==> src/include/lrca_defs.svh <==
// Constants for the local/remote control access selector.
// Assumes inclusion by its bare name from the package and design files.
`ifndef LRCA_DEFS_SVH
`define LRCA_DEFS_SVH

// Register offsets (index on the plain register port)
`define LRCA_ADDR_W 4
`define LRCA_OFS_CONFIG 4'h0
`define LRCA_OFS_RESERVE 4'h1
`define LRCA_OFS_STATUS 4'h2
`define LRCA_OFS_ACCESS 4'h3

// Config field positions
`define LRCA_CFG_AUTH_LSB 0
`define LRCA_CFG_SRC_BIT 2

// Reset values: authority local/remote, source front-panel button
`define LRCA_CFG_RESET 32'h0000_0000

// Status field positions
`define LRCA_ST_CODE_LSB 0
`define LRCA_ST_MLEV_BIT 4
`define LRCA_ST_MODE_LSB 8

// State codes published to display and network
`define LRCA_CODE_OFF 3'h0
`define LRCA_CODE_LOCAL 3'h1
`define LRCA_CODE_REMOTE 3'h2
`define LRCA_CODE_STATION 3'h3
`define LRCA_CODE_MULTI 3'h4

// Originator categories carried by a network command
`define LRCA_ORIG_STATION 2'h1
`define LRCA_ORIG_REMOTE 2'h2

`endif

==> src/include/lrca_pkg.sv <==
// Types for the local/remote control access selector.
// Assumes lrca_defs.svh is on the include path.
`include "lrca_defs.svh"

package lrca_pkg;

   typedef enum logic [2:0] {
      LRCA_MODE_OFF,
      LRCA_MODE_LOCAL,
      LRCA_MODE_STATION,
      LRCA_MODE_REMOTE,
      LRCA_MODE_ALL
   } lrca_mode_t;

   typedef enum logic [1:0] {
      LRCA_AUTH_LR,
      LRCA_AUTH_LR_COMB,
      LRCA_AUTH_LSR,
      LRCA_AUTH_LS_COMB
   } lrca_auth_t;

endpackage

==> src/design/lrca_prio.sv <==
// Fixed-priority resolver of the five mode-request inputs.
// Assumes inputs are already synchronised to sys_clk_in.
`timescale 1ns/1ps

module lrca_prio
   import lrca_pkg::*;
(
   input wire logic [4:0] request_in,
   output lrca_mode_t mode_out
);

   // Bit order: 0 off, 1 local, 2 station, 3 remote, 4 all
   always_comb begin
      if (request_in[0]) begin
         mode_out = LRCA_MODE_OFF;
      end else if (request_in[1]) begin
         mode_out = LRCA_MODE_LOCAL;
      end else if (request_in[2]) begin
         mode_out = LRCA_MODE_STATION;
      end else if (request_in[3]) begin
         mode_out = LRCA_MODE_REMOTE;
      end else if (request_in[4]) begin
         mode_out = LRCA_MODE_ALL;
      end else begin
         mode_out = LRCA_MODE_OFF;
      end
   end

endmodule

==> src/design/lrca_sync.sv <==
// Two-flop synchroniser for a vector of independent pin levels.
// Assumes each bit is a slow level; bits are not sampled coherently.
`timescale 1ns/1ps

module lrca_sync #(
   parameter int WIDTH = 8
) (
   input wire logic sys_clk_in,
   input wire logic rst_n_in,
   input wire logic [WIDTH-1:0] async_in,
   output logic [WIDTH-1:0] sync_out
);

   logic [WIDTH-1:0] stage1_reg;
   logic [WIDTH-1:0] stage2_reg;

   always_ff @(posedge sys_clk_in or negedge rst_n_in) begin
      if (!rst_n_in) begin
         stage1_reg <= '0;
         stage2_reg <= '0;
      end else begin
         stage1_reg <= async_in;
         stage2_reg <= stage1_reg;
      end
   end

   assign sync_out = stage2_reg;

endmodule

==> src/design/lrca_top.sv <==
// Local/remote control access selector: access state, authority, grants.
// Assumes panel pins are asynchronous; register port and network command
// strobes are synchronous to sys_clk_in.
//
// Added by the designer: the register offsets and strobed register access.
`timescale 1ns/1ps
`include "lrca_defs.svh"

module lrca_top
   import lrca_pkg::*;
(
   input wire logic sys_clk_in,
   input wire logic rst_n_in,
   // Front-panel button: 0 off, 1 local, 2 remote, 3 local+remote
   input wire logic [1:0] panel_button_in,
   // Mode requests: 0 off, 1 local, 2 station, 3 remote, 4 all
   input wire logic [4:0] mode_request_in,
   // Reservation value recovered from nonvolatile storage
   input wire logic nv_reservation_in,
   input wire logic nv_valid_in,
   // Network command check, one cycle strobe
   input wire logic cmd_valid_in,
   input wire logic [1:0] cmd_category_in,
   input wire logic cmd_iec_in,
   // Register port
   input wire logic [`LRCA_ADDR_W-1:0] reg_addr_in,
   input wire logic [31:0] reg_wdata_in,
   input wire logic reg_write_in,
   input wire logic reg_read_in,
   output logic [31:0] reg_rdata_out,
   // State outputs, one-hot
   output logic state_off_out,
   output logic state_local_out,
   output logic state_station_out,
   output logic state_remote_out,
   output logic state_all_out,
   output logic [2:0] access_state_code_out,
   output logic multilevel_status_flag_out,
   output logic local_grant_out,
   output logic remote_grant_out,
   output logic station_grant_out,
   output logic cmd_accept_out,
   output logic cmd_reject_out,
   output logic nv_write_out,
   output logic nv_data_out
);

   ////////////////////////////////////////////////////////////////////////
   // Synchronisers and priority resolution

   logic [7:0] pins_sync;
   lrca_mode_t req_mode;

   lrca_sync #(
      .WIDTH(8)
   ) u_sync (
      .sys_clk_in(sys_clk_in),
      .rst_n_in(rst_n_in),
      .async_in({panel_button_in, mode_request_in, nv_reservation_in}),
      .sync_out(pins_sync)
   );

   lrca_prio u_prio (
      .request_in(pins_sync[5:1]),
      .mode_out(req_mode)
   );

   ////////////////////////////////////////////////////////////////////////
   // Configuration and reservation registers

   lrca_auth_t auth_reg, auth_next;
   logic source_reg, source_next;
   logic reserve_reg, reserve_next;
   logic nv_loaded_reg, nv_loaded_next;
   logic nv_write_reg, nv_write_next;
   logic [31:0] rdata_reg, rdata_next;
   logic [1:0] prime_reg, prime_next;
   logic [4:0] onehot_reg, onehot_next;
   logic [2:0] code_reg, code_next;
   logic mlev_reg, mlev_next;
   logic local_reg, local_next;
   logic remote_reg, remote_next;
   logic station_reg, station_next;

   // Remote network access is possible in every level with a remote form
   function automatic logic remote_allowed(input lrca_auth_t a,
                                           input lrca_mode_t m);
      remote_allowed = (m == LRCA_MODE_REMOTE) ||
                       (m == LRCA_MODE_ALL && a != LRCA_AUTH_LR) ||
                       (m == LRCA_MODE_STATION && a != LRCA_AUTH_LR);
   endfunction

   lrca_mode_t mode_now;
   logic res_write;

   always_comb begin
      if (source_reg) begin
         mode_now = req_mode;
      end else begin
         unique case (pins_sync[7:6])
            2'h1: mode_now = LRCA_MODE_LOCAL;
            2'h2: mode_now = LRCA_MODE_REMOTE;
            2'h3: mode_now = LRCA_MODE_ALL;
            default: mode_now = LRCA_MODE_OFF;
         endcase
      end
   end

   assign res_write = reg_write_in && reg_addr_in == `LRCA_OFS_RESERVE &&
                      reg_wdata_in[1:0] == `LRCA_ORIG_STATION &&
                      remote_allowed(auth_reg, mode_now);

   always_comb begin
      auth_next = auth_reg;
      source_next = source_reg;
      reserve_next = reserve_reg;
      // Synchroniser holds its reset zero for two edges; restore after it
      prime_next = {prime_reg[0], 1'b1};
      nv_loaded_next = nv_loaded_reg || (nv_valid_in && prime_reg[1]);
      nv_write_next = 1'b0;
      if (reg_write_in && reg_addr_in == `LRCA_OFS_CONFIG) begin
         auth_next = lrca_auth_t'(reg_wdata_in[`LRCA_CFG_AUTH_LSB +: 2]);
         source_next = reg_wdata_in[`LRCA_CFG_SRC_BIT];
      end
      // restore after reset, store on accepted write
      if (!nv_loaded_reg && nv_valid_in && prime_reg[1]) begin
         reserve_next = pins_sync[0];
      end else if (res_write) begin
         reserve_next = reg_wdata_in[4];
         nv_write_next = 1'b1;
      end
      rdata_next = 32'h0000_0000;
      if (reg_read_in) begin
         unique case (reg_addr_in)
            `LRCA_OFS_CONFIG: begin
               rdata_next[`LRCA_CFG_AUTH_LSB +: 2] = auth_reg;
               rdata_next[`LRCA_CFG_SRC_BIT] = source_reg;
            end
            `LRCA_OFS_RESERVE: rdata_next[4] = reserve_reg;
            `LRCA_OFS_STATUS: begin
               rdata_next[`LRCA_ST_CODE_LSB +: 3] = code_reg;
               rdata_next[`LRCA_ST_MLEV_BIT] = mlev_reg;
               rdata_next[`LRCA_ST_MODE_LSB +: 3] = mode_now;
            end
            `LRCA_OFS_ACCESS:
               rdata_next[2:0] = {station_reg, remote_reg, local_reg};
            default: rdata_next = 32'h0000_0000;
         endcase
      end
   end

   ////////////////////////////////////////////////////////////////////////
   // Access decision

   always_comb begin
      onehot_next = 5'h00;
      onehot_next[mode_now] = 1'b1;
      code_next = `LRCA_CODE_OFF;
      mlev_next = 1'b0;
      local_next = 1'b0;
      remote_next = 1'b0;
      station_next = 1'b0;
      unique case (auth_reg)
         LRCA_AUTH_LR: begin
            if (mode_now == LRCA_MODE_LOCAL) begin
               code_next = `LRCA_CODE_LOCAL;
               local_next = 1'b1;
            end else if (mode_now == LRCA_MODE_REMOTE) begin
               code_next = `LRCA_CODE_REMOTE;
               remote_next = 1'b1;
            end
         end
         LRCA_AUTH_LR_COMB: begin
            if (mode_now == LRCA_MODE_LOCAL) begin
               code_next = `LRCA_CODE_LOCAL;
               local_next = 1'b1;
            end else if (mode_now == LRCA_MODE_REMOTE) begin
               code_next = `LRCA_CODE_REMOTE;
               remote_next = 1'b1;
            end else if (mode_now == LRCA_MODE_ALL) begin
               code_next = `LRCA_CODE_MULTI;
               mlev_next = 1'b1;
               local_next = 1'b1;
               remote_next = 1'b1;
            end
         end
         LRCA_AUTH_LSR: begin
            if (mode_now == LRCA_MODE_LOCAL) begin
               code_next = `LRCA_CODE_LOCAL;
               local_next = 1'b1;
            end else if (mode_now == LRCA_MODE_STATION ||
                         (mode_now == LRCA_MODE_REMOTE && reserve_reg)) begin
               code_next = `LRCA_CODE_STATION;
               station_next = 1'b1;
            end else if (mode_now == LRCA_MODE_REMOTE) begin
               code_next = `LRCA_CODE_REMOTE;
               remote_next = 1'b1;
            end
         end
         LRCA_AUTH_LS_COMB: begin
            if (mode_now == LRCA_MODE_LOCAL) begin
               code_next = `LRCA_CODE_LOCAL;
               local_next = 1'b1;
            end else if (mode_now == LRCA_MODE_STATION ||
                         (mode_now == LRCA_MODE_REMOTE && reserve_reg)) begin
               code_next = `LRCA_CODE_STATION;
               station_next = 1'b1;
            end else if (mode_now == LRCA_MODE_REMOTE) begin
               code_next = `LRCA_CODE_REMOTE;
               remote_next = 1'b1;
            end else if (mode_now == LRCA_MODE_ALL) begin
               code_next = `LRCA_CODE_MULTI;
               mlev_next = 1'b1;
               local_next = 1'b1;
               station_next = 1'b1;
               remote_next = 1'b1;
            end
         end
      endcase
   end

   ////////////////////////////////////////////////////////////////////////
   // Network command check

   logic acc_reg, acc_next;
   logic rej_reg, rej_next;
   logic cat_ok;

   always_comb begin
      cat_ok = 1'b0;
      if (auth_reg == LRCA_AUTH_LR || auth_reg == LRCA_AUTH_LR_COMB) begin
         cat_ok = remote_reg;
      end else if (cmd_category_in == `LRCA_ORIG_STATION) begin
         // station level only for IEC 61850 clients
         cat_ok = station_reg && cmd_iec_in;
      end else if (cmd_category_in == `LRCA_ORIG_REMOTE) begin
         cat_ok = remote_reg;
      end
      acc_next = cmd_valid_in && cat_ok;
      rej_next = cmd_valid_in && !cat_ok;
   end

   ////////////////////////////////////////////////////////////////////////
   // State registers

   always_ff @(posedge sys_clk_in or negedge rst_n_in) begin
      if (!rst_n_in) begin
         auth_reg <= LRCA_AUTH_LR;
         source_reg <= 1'b0;
         reserve_reg <= 1'b0;
         nv_loaded_reg <= 1'b0;
         prime_reg <= 2'h0;
         nv_write_reg <= 1'b0;
         rdata_reg <= 32'h0000_0000;
         onehot_reg <= 5'h01;
         code_reg <= `LRCA_CODE_OFF;
         mlev_reg <= 1'b0;
         local_reg <= 1'b0;
         remote_reg <= 1'b0;
         station_reg <= 1'b0;
         acc_reg <= 1'b0;
         rej_reg <= 1'b0;
      end else begin
         auth_reg <= auth_next;
         source_reg <= source_next;
         reserve_reg <= reserve_next;
         nv_loaded_reg <= nv_loaded_next;
         prime_reg <= prime_next;
         nv_write_reg <= nv_write_next;
         rdata_reg <= rdata_next;
         onehot_reg <= onehot_next;
         code_reg <= code_next;
         mlev_reg <= mlev_next;
         local_reg <= local_next;
         remote_reg <= remote_next;
         station_reg <= station_next;
         acc_reg <= acc_next;
         rej_reg <= rej_next;
      end
   end

   assign reg_rdata_out = rdata_reg;
   assign state_off_out = onehot_reg[0];
   assign state_local_out = onehot_reg[1];
   assign state_station_out = onehot_reg[2];
   assign state_remote_out = onehot_reg[3];
   assign state_all_out = onehot_reg[4];
   assign access_state_code_out = code_reg;
   assign multilevel_status_flag_out = mlev_reg;
   assign local_grant_out = local_reg;
   assign remote_grant_out = remote_reg;
   assign station_grant_out = station_reg;
   assign cmd_accept_out = acc_reg;
   assign cmd_reject_out = rej_reg;
   assign nv_write_out = nv_write_reg;
   assign nv_data_out = reserve_reg;

endmodule

==> config.mk <==
export PLATFORM = sky130hd
export DESIGN_NAME = lrca_top
export DESIGN_NICKNAME = d
export VERILOG_FILES = /design/src/include/lrca_pkg.sv /design/src/design/lrca_prio.sv /design/src/design/lrca_sync.sv /design/src/design/lrca_top.sv
export VERILOG_INCLUDE_DIRS = /design/src /design/src/include
export SDC_FILE = /design/constraint.sdc
export NUM_CORES = 1
export LEC_CHECK = 0
export ABC_AREA = 1
export BUFFER_PORTS_ARGS = -buffer_cell sky130_fd_sc_hd__buf_2
export CAP_MARGIN = 10
export CELL_PAD_IN_SITES_DETAIL_PLACEMENT = 1
export CELL_PAD_IN_SITES_GLOBAL_PLACEMENT = 2
export CORE_MARGIN = 5
export CORE_UTILIZATION = 25
export DETAILED_ROUTE_END_ITERATION = 16
export PLACE_DENSITY_LB_ADDON = 0.1
export SLEW_MARGIN = 25
export SYNTH_ARGS = -nofsm -noshare
export SYNTH_HDL_FRONTEND = slang
export SYNTH_SLANG_ARGS = --single-unit
==> constraint.sdc <==
create_clock -name sys_clk_in -period 1.9 [get_ports sys_clk_in]
set_clock_uncertainty 0.15 [all_clocks]
set_input_delay 0.57 -clock sys_clk_in [delete_from_list [all_inputs] [get_ports sys_clk_in]]
set_output_delay 0.57 -clock sys_clk_in [all_outputs]
set_load 0.1 [all_outputs]
==> metrics.md, run 1 <==
| Metric | Value |
|---|---|
| Worst Setup End Kind | `output port` |
| Fill cells | `918` |
| Area grow syn2layout | `23.2%` |
| Post-synth cell types | `27` |
| Unrepaired setup endpoints after global routing | `no` |
| Max Freq | `559 MHz` |
| Post-synthesis cell count | `198` |
| Hpwl dp | `~3300 µm` |
| Slew Limit Fails | `0` |
| Routed Antenna Nets | `0` |
| Router iterations before antenna repair | `4` |
| I/O Buffers | `47` |
| GRT Total Usage | `0.0915` |
| Critical path's slowest cell | `buf_2` |
| Status | `finished, final reports clean` |
| GPL Wtd Cong | `0.710` |
| Routed WL per cell | `11.5 µm` |
| CTS tree | `yes` |
| Tcrit/Tclk final | `0.942` |
| Layout cells sized above 1 | `0.285` |
| Min-Delay Path Class | `primary input to async pin` |
| H-tree depth | `2` |
| Initial antenna violation count | `0` |
| Die Y | `97.9 µm` |
| Max cap viols | `0` |
| Layout Nets | `roughly 300` |
| Num ports | `around 100` |
| Synth Area in XOR/XNOR | `0` |
| Adder-Cell Fraction of Synth Area | `0.0130` |
| CP max FO | `2` |
| Peak supply drop | `0.000293 V` |
| # rows | `32` |
| Post-Synth Simple-Gate Area | `0.172` |
| Setup ws final | `0.110 ns` |
| Leak | `roughly 0.0013 µW` |
| PwrDens | `1100 nW/µm²` |
| Path depth of the worst reg2reg path | `10` |
| Buf/Inv on CP | `1` |
| Die Wd | `97.9 µm` |
| Final hold violations | `0` |
| Number of global-route vias before repair | `1479` |
| First-pass GRT wire length | `~7000 µm` |
| CP Cell Sequence | `buf_2` |
| Place WS | `0.101 ns` |
| Register area share after synthesis | `0.584` |
| Synth Area in Compound Gates | `0.0629` |
| Vias per cell | `3.81` |
| Clock Sinks | `45` |
| Initial Util | `0.254` |
| Largest net degree at the start of global routing | `46` |
| Drt total wl | `roughly 4100 µm` |
| Critical path's largest stage delay | `0.43 ns` |
| Total number of vias | `1353` |
| Reg clk slew, reported paths | `0.08 ns` |
| Bufs on Longest Clock Path | `2` |
| Worst EP required | `1.18 ns` |
| Later-pin clock latency in the skew report | `0.29 ns` |
| Startpoint type of the worst setup path | `register` |
| Minimum clock period | `1.79 ns` |
| Post-route DRC | `0` |
| Syn Area/Cell | `9.74 µm²` |
| Clock root cell | `clkbuf_8` |
| Die ar. | `approximately 9600 µm²` |
| WP depth | `1` |
| Cts hold-fix bufs | `0` |
| Initial DRC count | `43` |
| GR Overflow Total | `0` |
| Setup TNS | `0 ns` |
| Top delay family on crit path | `buffers and inverters` |
| Critical setup path kind | `register to output port` |
| Postcts setup bufs | `0` |
| YS warnings | `0` |
| Inserted Clock Buffers | `5` |
| Flops & latches, synth | `45` |
| ANT cells | `0` |
| Critical Path AT | `1.07 ns` |
| Final setup fails | `0` |
| Largest family of logic cells by synthesized area | `simple AND/OR/NAND/NOR gates` |
| Mux contribution to synthesized area | `0` |
| Syn Std Cell Area | `1930 µm²` |
| Core outline area | `7610 µm²` |
==> through the flow <==
stage	total power (µW)	instances	hold WS [ns]	util	cell area, µm²
floorplan	1790	222	0.124	-	2020
global placement	1940	348	0.182	0.298	2270
detailed placement	1950	348	0.186	0.298	2270
CTS	2670	355	0.0894	0.312	2380
global route	2750	355	0.105	0.312	2380
finish	2610	355	0.0920	0.312	2380
==> timing repair <==
action,4_1_cts,5_1_grt
endpoints found under the setup margin,1,0
gates resized for setup,1,0
endpoints found under the hold margin,0,0
==> cell usage in the layout (no fill, tap or decap), types with 4 or more instances in the layout <==
master    Yosys  layout
a21oi_1       4       4
buf_12        0       4
buf_2         0      43
clkbuf_8      0       5
conb_1        2      26
dfrtp_1      44      44
inv_1        31      31
nand2_1      31      31
nand3_1       7       7
nor2_1       18      18
o21ai_0       5       5
==> power by group <==
| group | internal (µW) | switching (µW) |
|---|---|---|
| sequential | 1030 | 53.2 |
| clock | 382 | 309 |
| combinational | 141 | 687 |
==> worst paths after layout <==
check                           slack (ns)                            to                               start
worst min register to register        0.20  u_sync.sync_out[4]$_DFF_PN0_      u_sync.stage1_reg[4]$_DFF_PN0_
min in group sys_clk_in               0.20  u_sync.sync_out[4]$_DFF_PN0_      u_sync.stage1_reg[4]$_DFF_PN0_
worst max register to register        0.24       nv_data_out$_DFFE_PN0P_        u_sync.sync_out[6]$_DFF_PN0_
worst min-delay path                  0.09       onehot_reg[1]$_DFF_PN0_                            rst_n_in
worst max-delay path                  0.11      access_state_code_out[0]  access_state_code_out[0]$_DFF_PN0_
max in group asynchronous             1.25       onehot_reg[0]$_DFF_PN1_                            rst_n_in
==> cells in the mapped netlist <==
library cell,n,area share
dfrtp_1,44,0.57
inv_1,31,0.060
nand2_1,31,0.060
buf_4,25,0.097
nor2_1,18,0.035
nand3_1,7,0.018
o21ai_0,5,0.013
a21oi_1,4,0.010
nand2_2,3,0.0097
nor2_2,3,0.0097
nor3_1,3,0.0078
o211ai_1,3,0.012
conb_1,2,0.0039
ha_1,2,0.013
inv_2,2,0.0039
nand2_4,2,0.012
nand4_1,2,0.0065
o21ai_2,2,0.0091
a21oi_2,1,0.0045
a32oi_1,1,0.0045
clkbuf_2,1,0.0026
dfstp_2,1,0.014
nand3_4,1,0.0091
nand3b_1,1,0.0039
o21ai_1,1,0.0026
o21bai_1,1,0.0039
o22ai_1,1,0.0032
==> routing by layer <==
layer  wire [µm]  vias up  GRT usage
met4          56        0     0.0351
met5           0        -          0
met1        1780      636      0.115
met3         299        6     0.0257
met2        1950       51      0.149
li1            -      660          -
==> cell families after synthesis <==
| logic type | after synthesis |
|---|---|
| AOI/OAI and AO/OA | 19 |
| adders and majority gates | 2 |
| buffers and inverters | 59 |
| DFF | 45 |
| other | 2 |
| and+or+nand+nor | 71 |
==> layout make-up <==
type / instances / area (µm²) / share of cell area
Multi-Input combinational cell: 118 / 576 / 0.242
Sequential cell: 45 / 1130 / 0.474
Clock buffer: 5 / 68.8 / 0.0290
Inverter: 33 / 124 / 0.0521
Timing Repair Buffer: 50 / 318 / 0.134
Clock inverter: 2 / 35.0 / 0.0147
Tap cell: 102 / 128 / 0.0537
Power figures use the tool's default switching activity.
==> run 2, diff against run 1 <==
CELL_PAD_IN_SITES_DETAIL_PLACEMENT = 2   (was 1)
==> metrics.md, run 2 (synthesis results as in run 1) <==
| Metric | Value |
|---|---|
| Status | `finished, final reports clean` |
| # rows | `32 (unchanged)` |
| Router iterations before antenna repair | `4 (unchanged)` |
| Top delay family on crit path | `buffers and inverters` |
| ANT cells | `0 (unchanged)` |
| Finished Cell Area | `2360 µm² (-0.58%)` |
| Core outline area | `7610 µm² (unchanged)` |
| Most frequent cells in the layout | `44 x dfrtp_1, 43 x buf_2, 31 x inv_1, 31 x nand2_1, 26 x conb_1` |
| Most common cell after layout, fill and taps aside | `dfrtp_1` |
| Peak supply drop | `0.000288 V (-1.6%)` |
| GPL Wtd Cong | `0.710 (unchanged)` |
| I/O Buffers | `47 (unchanged)` |
| Final hold violations | `0 (unchanged)` |
| Leak | `0.00134 µW (-0.79%)` |
| H-tree depth | `2 (unchanged)` |
| Initial antenna violation count | `0 (unchanged)` |
| Routed WL per cell | `12.1 µm (+4.8%)` |
| Min-Delay Path Class | `primary input to async pin` |
| Postcts setup bufs | `0 (unchanged)` |
| Place WS | `0.0744 ns (-0.0269 ns)` |
| Max cap viols | `0 (unchanged)` |
| Routed Antenna Nets | `0 (unchanged)` |
| Die ar. | `9570 µm² (unchanged)` |
| Inserted Clock Buffers | `5 (unchanged)` |
| Die Y | `97.9 µm (unchanged)` |
| PwrDens | `1070 nW/µm² (-2.6%)` |
| Critical path's largest stage delay | `0.43 ns (about the same)` |
| GRT Total Usage | `0.0958 (+0.00431)` |
| Placed Instance Area | `2270 µm² (unchanged)` |
| Layout cells sized above 1 | `0.285 (unchanged)` |
| Total number of vias | `1369 (+1.2%)` |
| Post-route DRC | `0 (unchanged)` |
| Die Wd | `97.9 µm (unchanged)` |
| Area grow syn2layout | `22.4%` |
| Largest net degree at the start of global routing | `46 (unchanged)` |
| First-pass GRT wire length | `7370 µm (+4.3%)` |
| Worst Setup End Kind | `output port` |
| Fill cells | `892 (-2.8%)` |
| Reg clk slew, reported paths | `0.08 ns (about the same)` |
| Worst EP required | `1.18 ns (about the same)` |
| Critical path's slowest cell | `buf_2` |
| Num ports | `101 (unchanged)` |
| Clock root cell | `clkbuf_8` |
| Vias per cell | `3.86 (+1.2%)` |
| Drt total wl | `4280 µm (+4.8%)` |
| Later-pin clock latency in the skew report | `0.30 ns (about the same)` |
| Cells after DPL | `348 (unchanged)` |
| Minimum clock period | `1.80 ns (+0.00768 ns)` |
| Unrepaired setup endpoints after global routing | `no` |
| Setup TNS | `0 ns (unchanged)` |
| CTS tree | `yes` |
| Tcrit/Tclk final | `0.946 (+0.00404)` |
| Setup ws final | `0.102 ns (-0.00768 ns)` |
| Max Freq | `556 MHz (-0.43%)` |
| CP max FO | `2 (unchanged)` |
| Slew Limit Fails | `0 (unchanged)` |
| Final setup fails | `0 (unchanged)` |
| Min Hold Slack | `0.0943 ns (+0.00225 ns)` |
| CP Cell Sequence | `buf_2` |
| Initial DRC count | `18 (-58%)` |
| Final cell count without fillers | `355 (unchanged)` |
| Clock Sinks | `45 (unchanged)` |
| Initial Util | `0.254 (unchanged)` |
| Buf/Inv on CP | `1 (unchanged)` |
| Layout Nets | `308 (unchanged)` |
| Critical setup path kind | `register to output port` |
| Hpwl dp | `3480 µm (+6.1%)` |
| GR Overflow Total | `0 (unchanged)` |
| Number of global-route vias before repair | `1584 (+7.1%)` |
| Startpoint type of the worst setup path | `register` |
| Bufs on Longest Clock Path | `2 (unchanged)` |
| Critical Path AT | `1.08 ns (about the same)` |
run 2: cell count changes in the layout (fill, tap and decap cells not counted), sizes merged:
cell / before / now
bufinv: 1 / 0
clkbuf: 5 / 6
clkinv: 1 / 0
clkinvlp: 0 / 1
run 2: final cells by class:
| class | instances | area, µm² | share of cell area |
|---|---|---|---|
| Clock buffer | 6 | 82.6 | 0.0350 |
| Timing Repair Buffer | 50 | 318 | 0.135 |
| Multi-Input combinational cell | 118 | 576 | 0.244 |
| Inverter | 33 | 124 | 0.0524 |
| Clock inverter | 1 | 7.51 | 0.00318 |
| Sequential cell | 45 | 1130 | 0.477 |
| Tap cell | 102 | 128 | 0.0540 |
run 2: metal layers:
metal,track usage,share of wire,vias up
met3,0.0271,0.057,5
met4,0.0351,0.018,0
met5,0,0,-
met2,0.162,0.47,48
met1,0.116,0.45,652
li1,-,-,664
run 2: worst paths after layout:
kind / start / to / slack, ns / cells past startpoint
setup / recovery: local_grant_out$_DFF_PN0_ / local_grant_out / 0.10 / 1
hold / removal: rst_n_in / onehot_reg[1]$_DFF_PN0_ / 0.09 / 2
setup reg to reg: u_sync.sync_out[6]$_DFF_PN0_ / nv_data_out$_DFFE_PN0P_ / 0.23 / 10
hold reg to reg: prime_reg[0]$_DFF_PN0_ / prime_reg[1]$_DFF_PN0_ / 0.20 / 0
max in group asynchronous: rst_n_in / onehot_reg[0]$_DFF_PN1_ / 1.25 / 2
min in group sys_clk_in: prime_reg[0]$_DFF_PN0_ / prime_reg[1]$_DFF_PN0_ / 0.20 / 0
run 2: per-stage QoR:
stage | total power (µW) | utilization
floorplan | 1790 | -
global placement | 1940 | 0.298
detailed placement | 1950 | 0.298
CTS | 2570 | 0.311
global route | 2660 | 0.311
finish | 2520 | 0.311
run 2: report_power, final:
group	internal [µW]	switching [µW]	leakage, µW
Sequential	1030	55.3	0.000560
Combinational	141	688	0.000733
Clock	288	318	0.0000433
Total	1460	1060	0.00134
run 2: worst reg2reg max path, delay by kind of cell, from the launching register on:
family,cells,cell delay [ns]
AND/OR/NAND/NOR,7,0.55
flip-flops,1,0.35
adder cells (fa/ha/maj),1,0.30
AO/OA/AOI/OAI,1,0.17
buffers and inverters,1,0.05
run 2: timing repair:
action	4_1_cts	5_1_grt
resized for setup	1	0
hold buffers	0	0
hold endpoints to repair	0	0
endpoints found under the setup margin	1	0
==> run 3, diff against run 2 <==
CELL_PAD_IN_SITES_DETAIL_PLACEMENT = 1   (was 2)
CELL_PAD_IN_SITES_GLOBAL_PLACEMENT = 1   (was 2)
CORE_UTILIZATION = 32   (was 25)
==> metrics.md, run 3 (synthesis results as in run 1) <==
| Metric | Value |
|---|---|
| Finished Cell Area | `2340 µm² (-1.1%)` |
| Routed WL per cell | `11.9 µm (-1.1%)` |
| Routed Antenna Nets | `0 (unchanged)` |
| Die Y | `87.7 µm (-10%)` |
| Post-route DRC | `0 (unchanged)` |
| Final setup fails | `0 (unchanged)` |
| PwrDens | `1130 nW/µm² (+6.0%)` |
| Bufs on Longest Clock Path | `2 (unchanged)` |
| Most frequent cells in the layout | `45 x buf_2, 44 x dfrtp_1, 31 x inv_1, 31 x nand2_1, 26 x conb_1` |
| Unrepaired setup endpoints after global routing | `no` |
| Vias per cell | `4.12 (+6.9%)` |
| # rows | `28 (-13%)` |
| CP max FO | `3 (+1)` |
| Reg clk slew, reported paths | `0.08 ns (about the same)` |
| Initial Util | `0.328 (+0.0742)` |
| Die Wd | `87.7 µm (-10%)` |
| Critical setup path kind | `register to output port` |
| Critical path's largest stage delay | `0.44 ns (about the same)` |
| Num ports | `101 (unchanged)` |
| Startpoint type of the worst setup path | `register` |
| Max cap viols | `0 (unchanged)` |
| Worst setup path start | `station_grant_out$_DFF_PN0_` |
| Area grow syn2layout | `21.1%` |
| H-tree depth | `2 (unchanged)` |
| Gate power share | `0.310 (-0.019)` |
| Inserted Clock Buffers | `5 (unchanged)` |
| Largest net degree at the start of global routing | `32 (-30%)` |
| Tcrit/Tclk final | `0.966 (+0.0200)` |
| Max Freq | `545 MHz (-2.1%)` |
| Slew Limit Fails | `0 (unchanged)` |
| Die ar. | `7680 µm² (-20%)` |
| Number of global-route vias before repair | `1389 (-12%)` |
| Clock root cell | `clkbuf_8` |
| Core outline area | `5890 µm² (-23%)` |
| CP Cell Sequence | `buf_2` |
| Layout cells sized above 1 | `0.283 (-0.00112)` |
| Drt total wl | `3920 µm (-8.4%)` |
| Clk pwr share | `0.280 (+0.040)` |
| I/O Buffers | `47 (unchanged)` |
| Sequential share of power | `0.410 (-0.021)` |
| Critical Path AT | `1.12 ns (+0.04 ns)` |
| Pint | `1600 µW (+9.2%)` |
| Later-pin clock latency in the skew report | `0.29 ns (about the same)` |
| Switch share | `0.397 (-0.0240)` |
| Min-Delay Path Class | `primary input to async pin` |
| GPL Wtd Cong | `0.708 (-0.25%)` |
| Router iterations before antenna repair | `4 (unchanged)` |
| Placed Instance Area | `2220 µm² (-2.2%)` |
| GR Overflow Total | `0 (unchanged)` |
| Status | `finished, final reports clean` |
| Top delay family on crit path | `buffers and inverters` |
| Critical path's slowest cell | `buf_2` |
| Worst Setup End Kind | `output port` |
| Worst EP required | `1.18 ns (about the same)` |
| FF-to-FF Start | `u_sync.sync_out[6]$_DFF_PN0_` |
| First-pass GRT wire length | `6390 µm (-13%)` |
| Final hold violations | `0 (unchanged)` |
| Minimum clock period | `1.84 ns (+0.0379 ns)` |
| Setup TNS | `0 ns (unchanged)` |
| Cts hold-fix bufs | `0 (unchanged)` |
| Postcts setup bufs | `0 (unchanged)` |
| Reg2Reg Setup Slack | `0.25 ns (+0.02 ns)` |
| Most common cell after layout, fill and taps aside | `buf_2` |
| Initial DRC count | `61 (+43)` |
| Fill cells | `728 (-18%)` |
| GRT Total Usage | `0.108 (+0.0122)` |
| Peak supply drop | `0.000431 V (+49%)` |
| Layout Nets | `308 (unchanged)` |
| Net Sw Power | `1050 µW (-1.1%)` |
| # resized after CTS | `0 (-1)` |
| Initial antenna violation count | `0 (unchanged)` |
| Clock Sinks | `45 (unchanged)` |
| Buf/Inv on CP | `1 (unchanged)` |
| Total number of vias | `1356 (-0.95%)` |
| Hpwl dp | `3190 µm (-8.3%)` |
| ANT cells | `0 (unchanged)` |
| CTS tree | `yes` |
| Leak | `0.00135 µW (+0.92%)` |
==> run 3: cell types whose count changed in the layout (fill, tap and decap cells not counted) <==
cell	delta
buf_2	+2
buf_4	-1
buf_12	-1
clkinvlp_4	-1
bufinv_16	+1
clkbuf_1	+1
==> run 3: stage by stage <==
| step | setup slack, ns | hold slack (ns) | total power [µW] | cells | util |
|---|---|---|---|---|---|
| floorplan | 0.222 | 0.124 | 1790 | 222 | - |
| global placement | 0.135 | 0.182 | 1930 | 321 | 0.377 |
| detailed placement | 0.127 | 0.186 | 1930 | 321 | 0.377 |
| CTS | 0.0450 | 0.0460 | 2690 | 329 | 0.397 |
| global route | 0.0181 | 0.0607 | 2780 | 329 | 0.397 |
| finish | 0.0643 | 0.0395 | 2640 | 329 | 0.397 |
==> run 3: cell type report <==
type                       count  area [µm²]  share of cell area
sequential                    45        1130               0.482
clock buffer                   7        86.3              0.0369
multi-input combinational    118         576               0.246
clock inverter                 1        30.0              0.0128
timing repair buffer          50         300               0.128
tap                           75        93.8              0.0401
inverter                      33         124              0.0530
==> run 3: path summary, 6_finish.rpt <==
path	endpoint	cells past startpoint
max in group asynchronous	onehot_reg[0]$_DFF_PN1_	2
hold / removal	reg_rdata_out[2]$_DFF_PN0_	1
min in group sys_clk_in	u_sync.sync_out[5]$_DFF_PN0_	0
setup reg to reg	nv_data_out$_DFFE_PN0P_	10
hold reg to reg	u_sync.sync_out[5]$_DFF_PN0_	0
setup / recovery	station_grant_out	1
==> run 3: power by group through the flow <==
stage / Combinational, µW / Sequential (µW) / Clock [µW]
floorplan: 401 / 1390 / 0
global route: 863 / 1090 / 824
finish: 820 / 1080 / 741
CTS: 830 / 1090 / 770
detailed placement: 829 / 1100 / 0
global placement: 823 / 1100 / 0
==> run 3: layer usage <==
layer | up-vias | wire, µm | track usage
met5 | - | 0 | 0
met2 | 47 | 1960 | 0.183
met1 | 644 | 1620 | 0.132
met4 | 0 | 37 | 0.0377
met3 | 5 | 299 | 0.0301
li1 | 660 | - | -
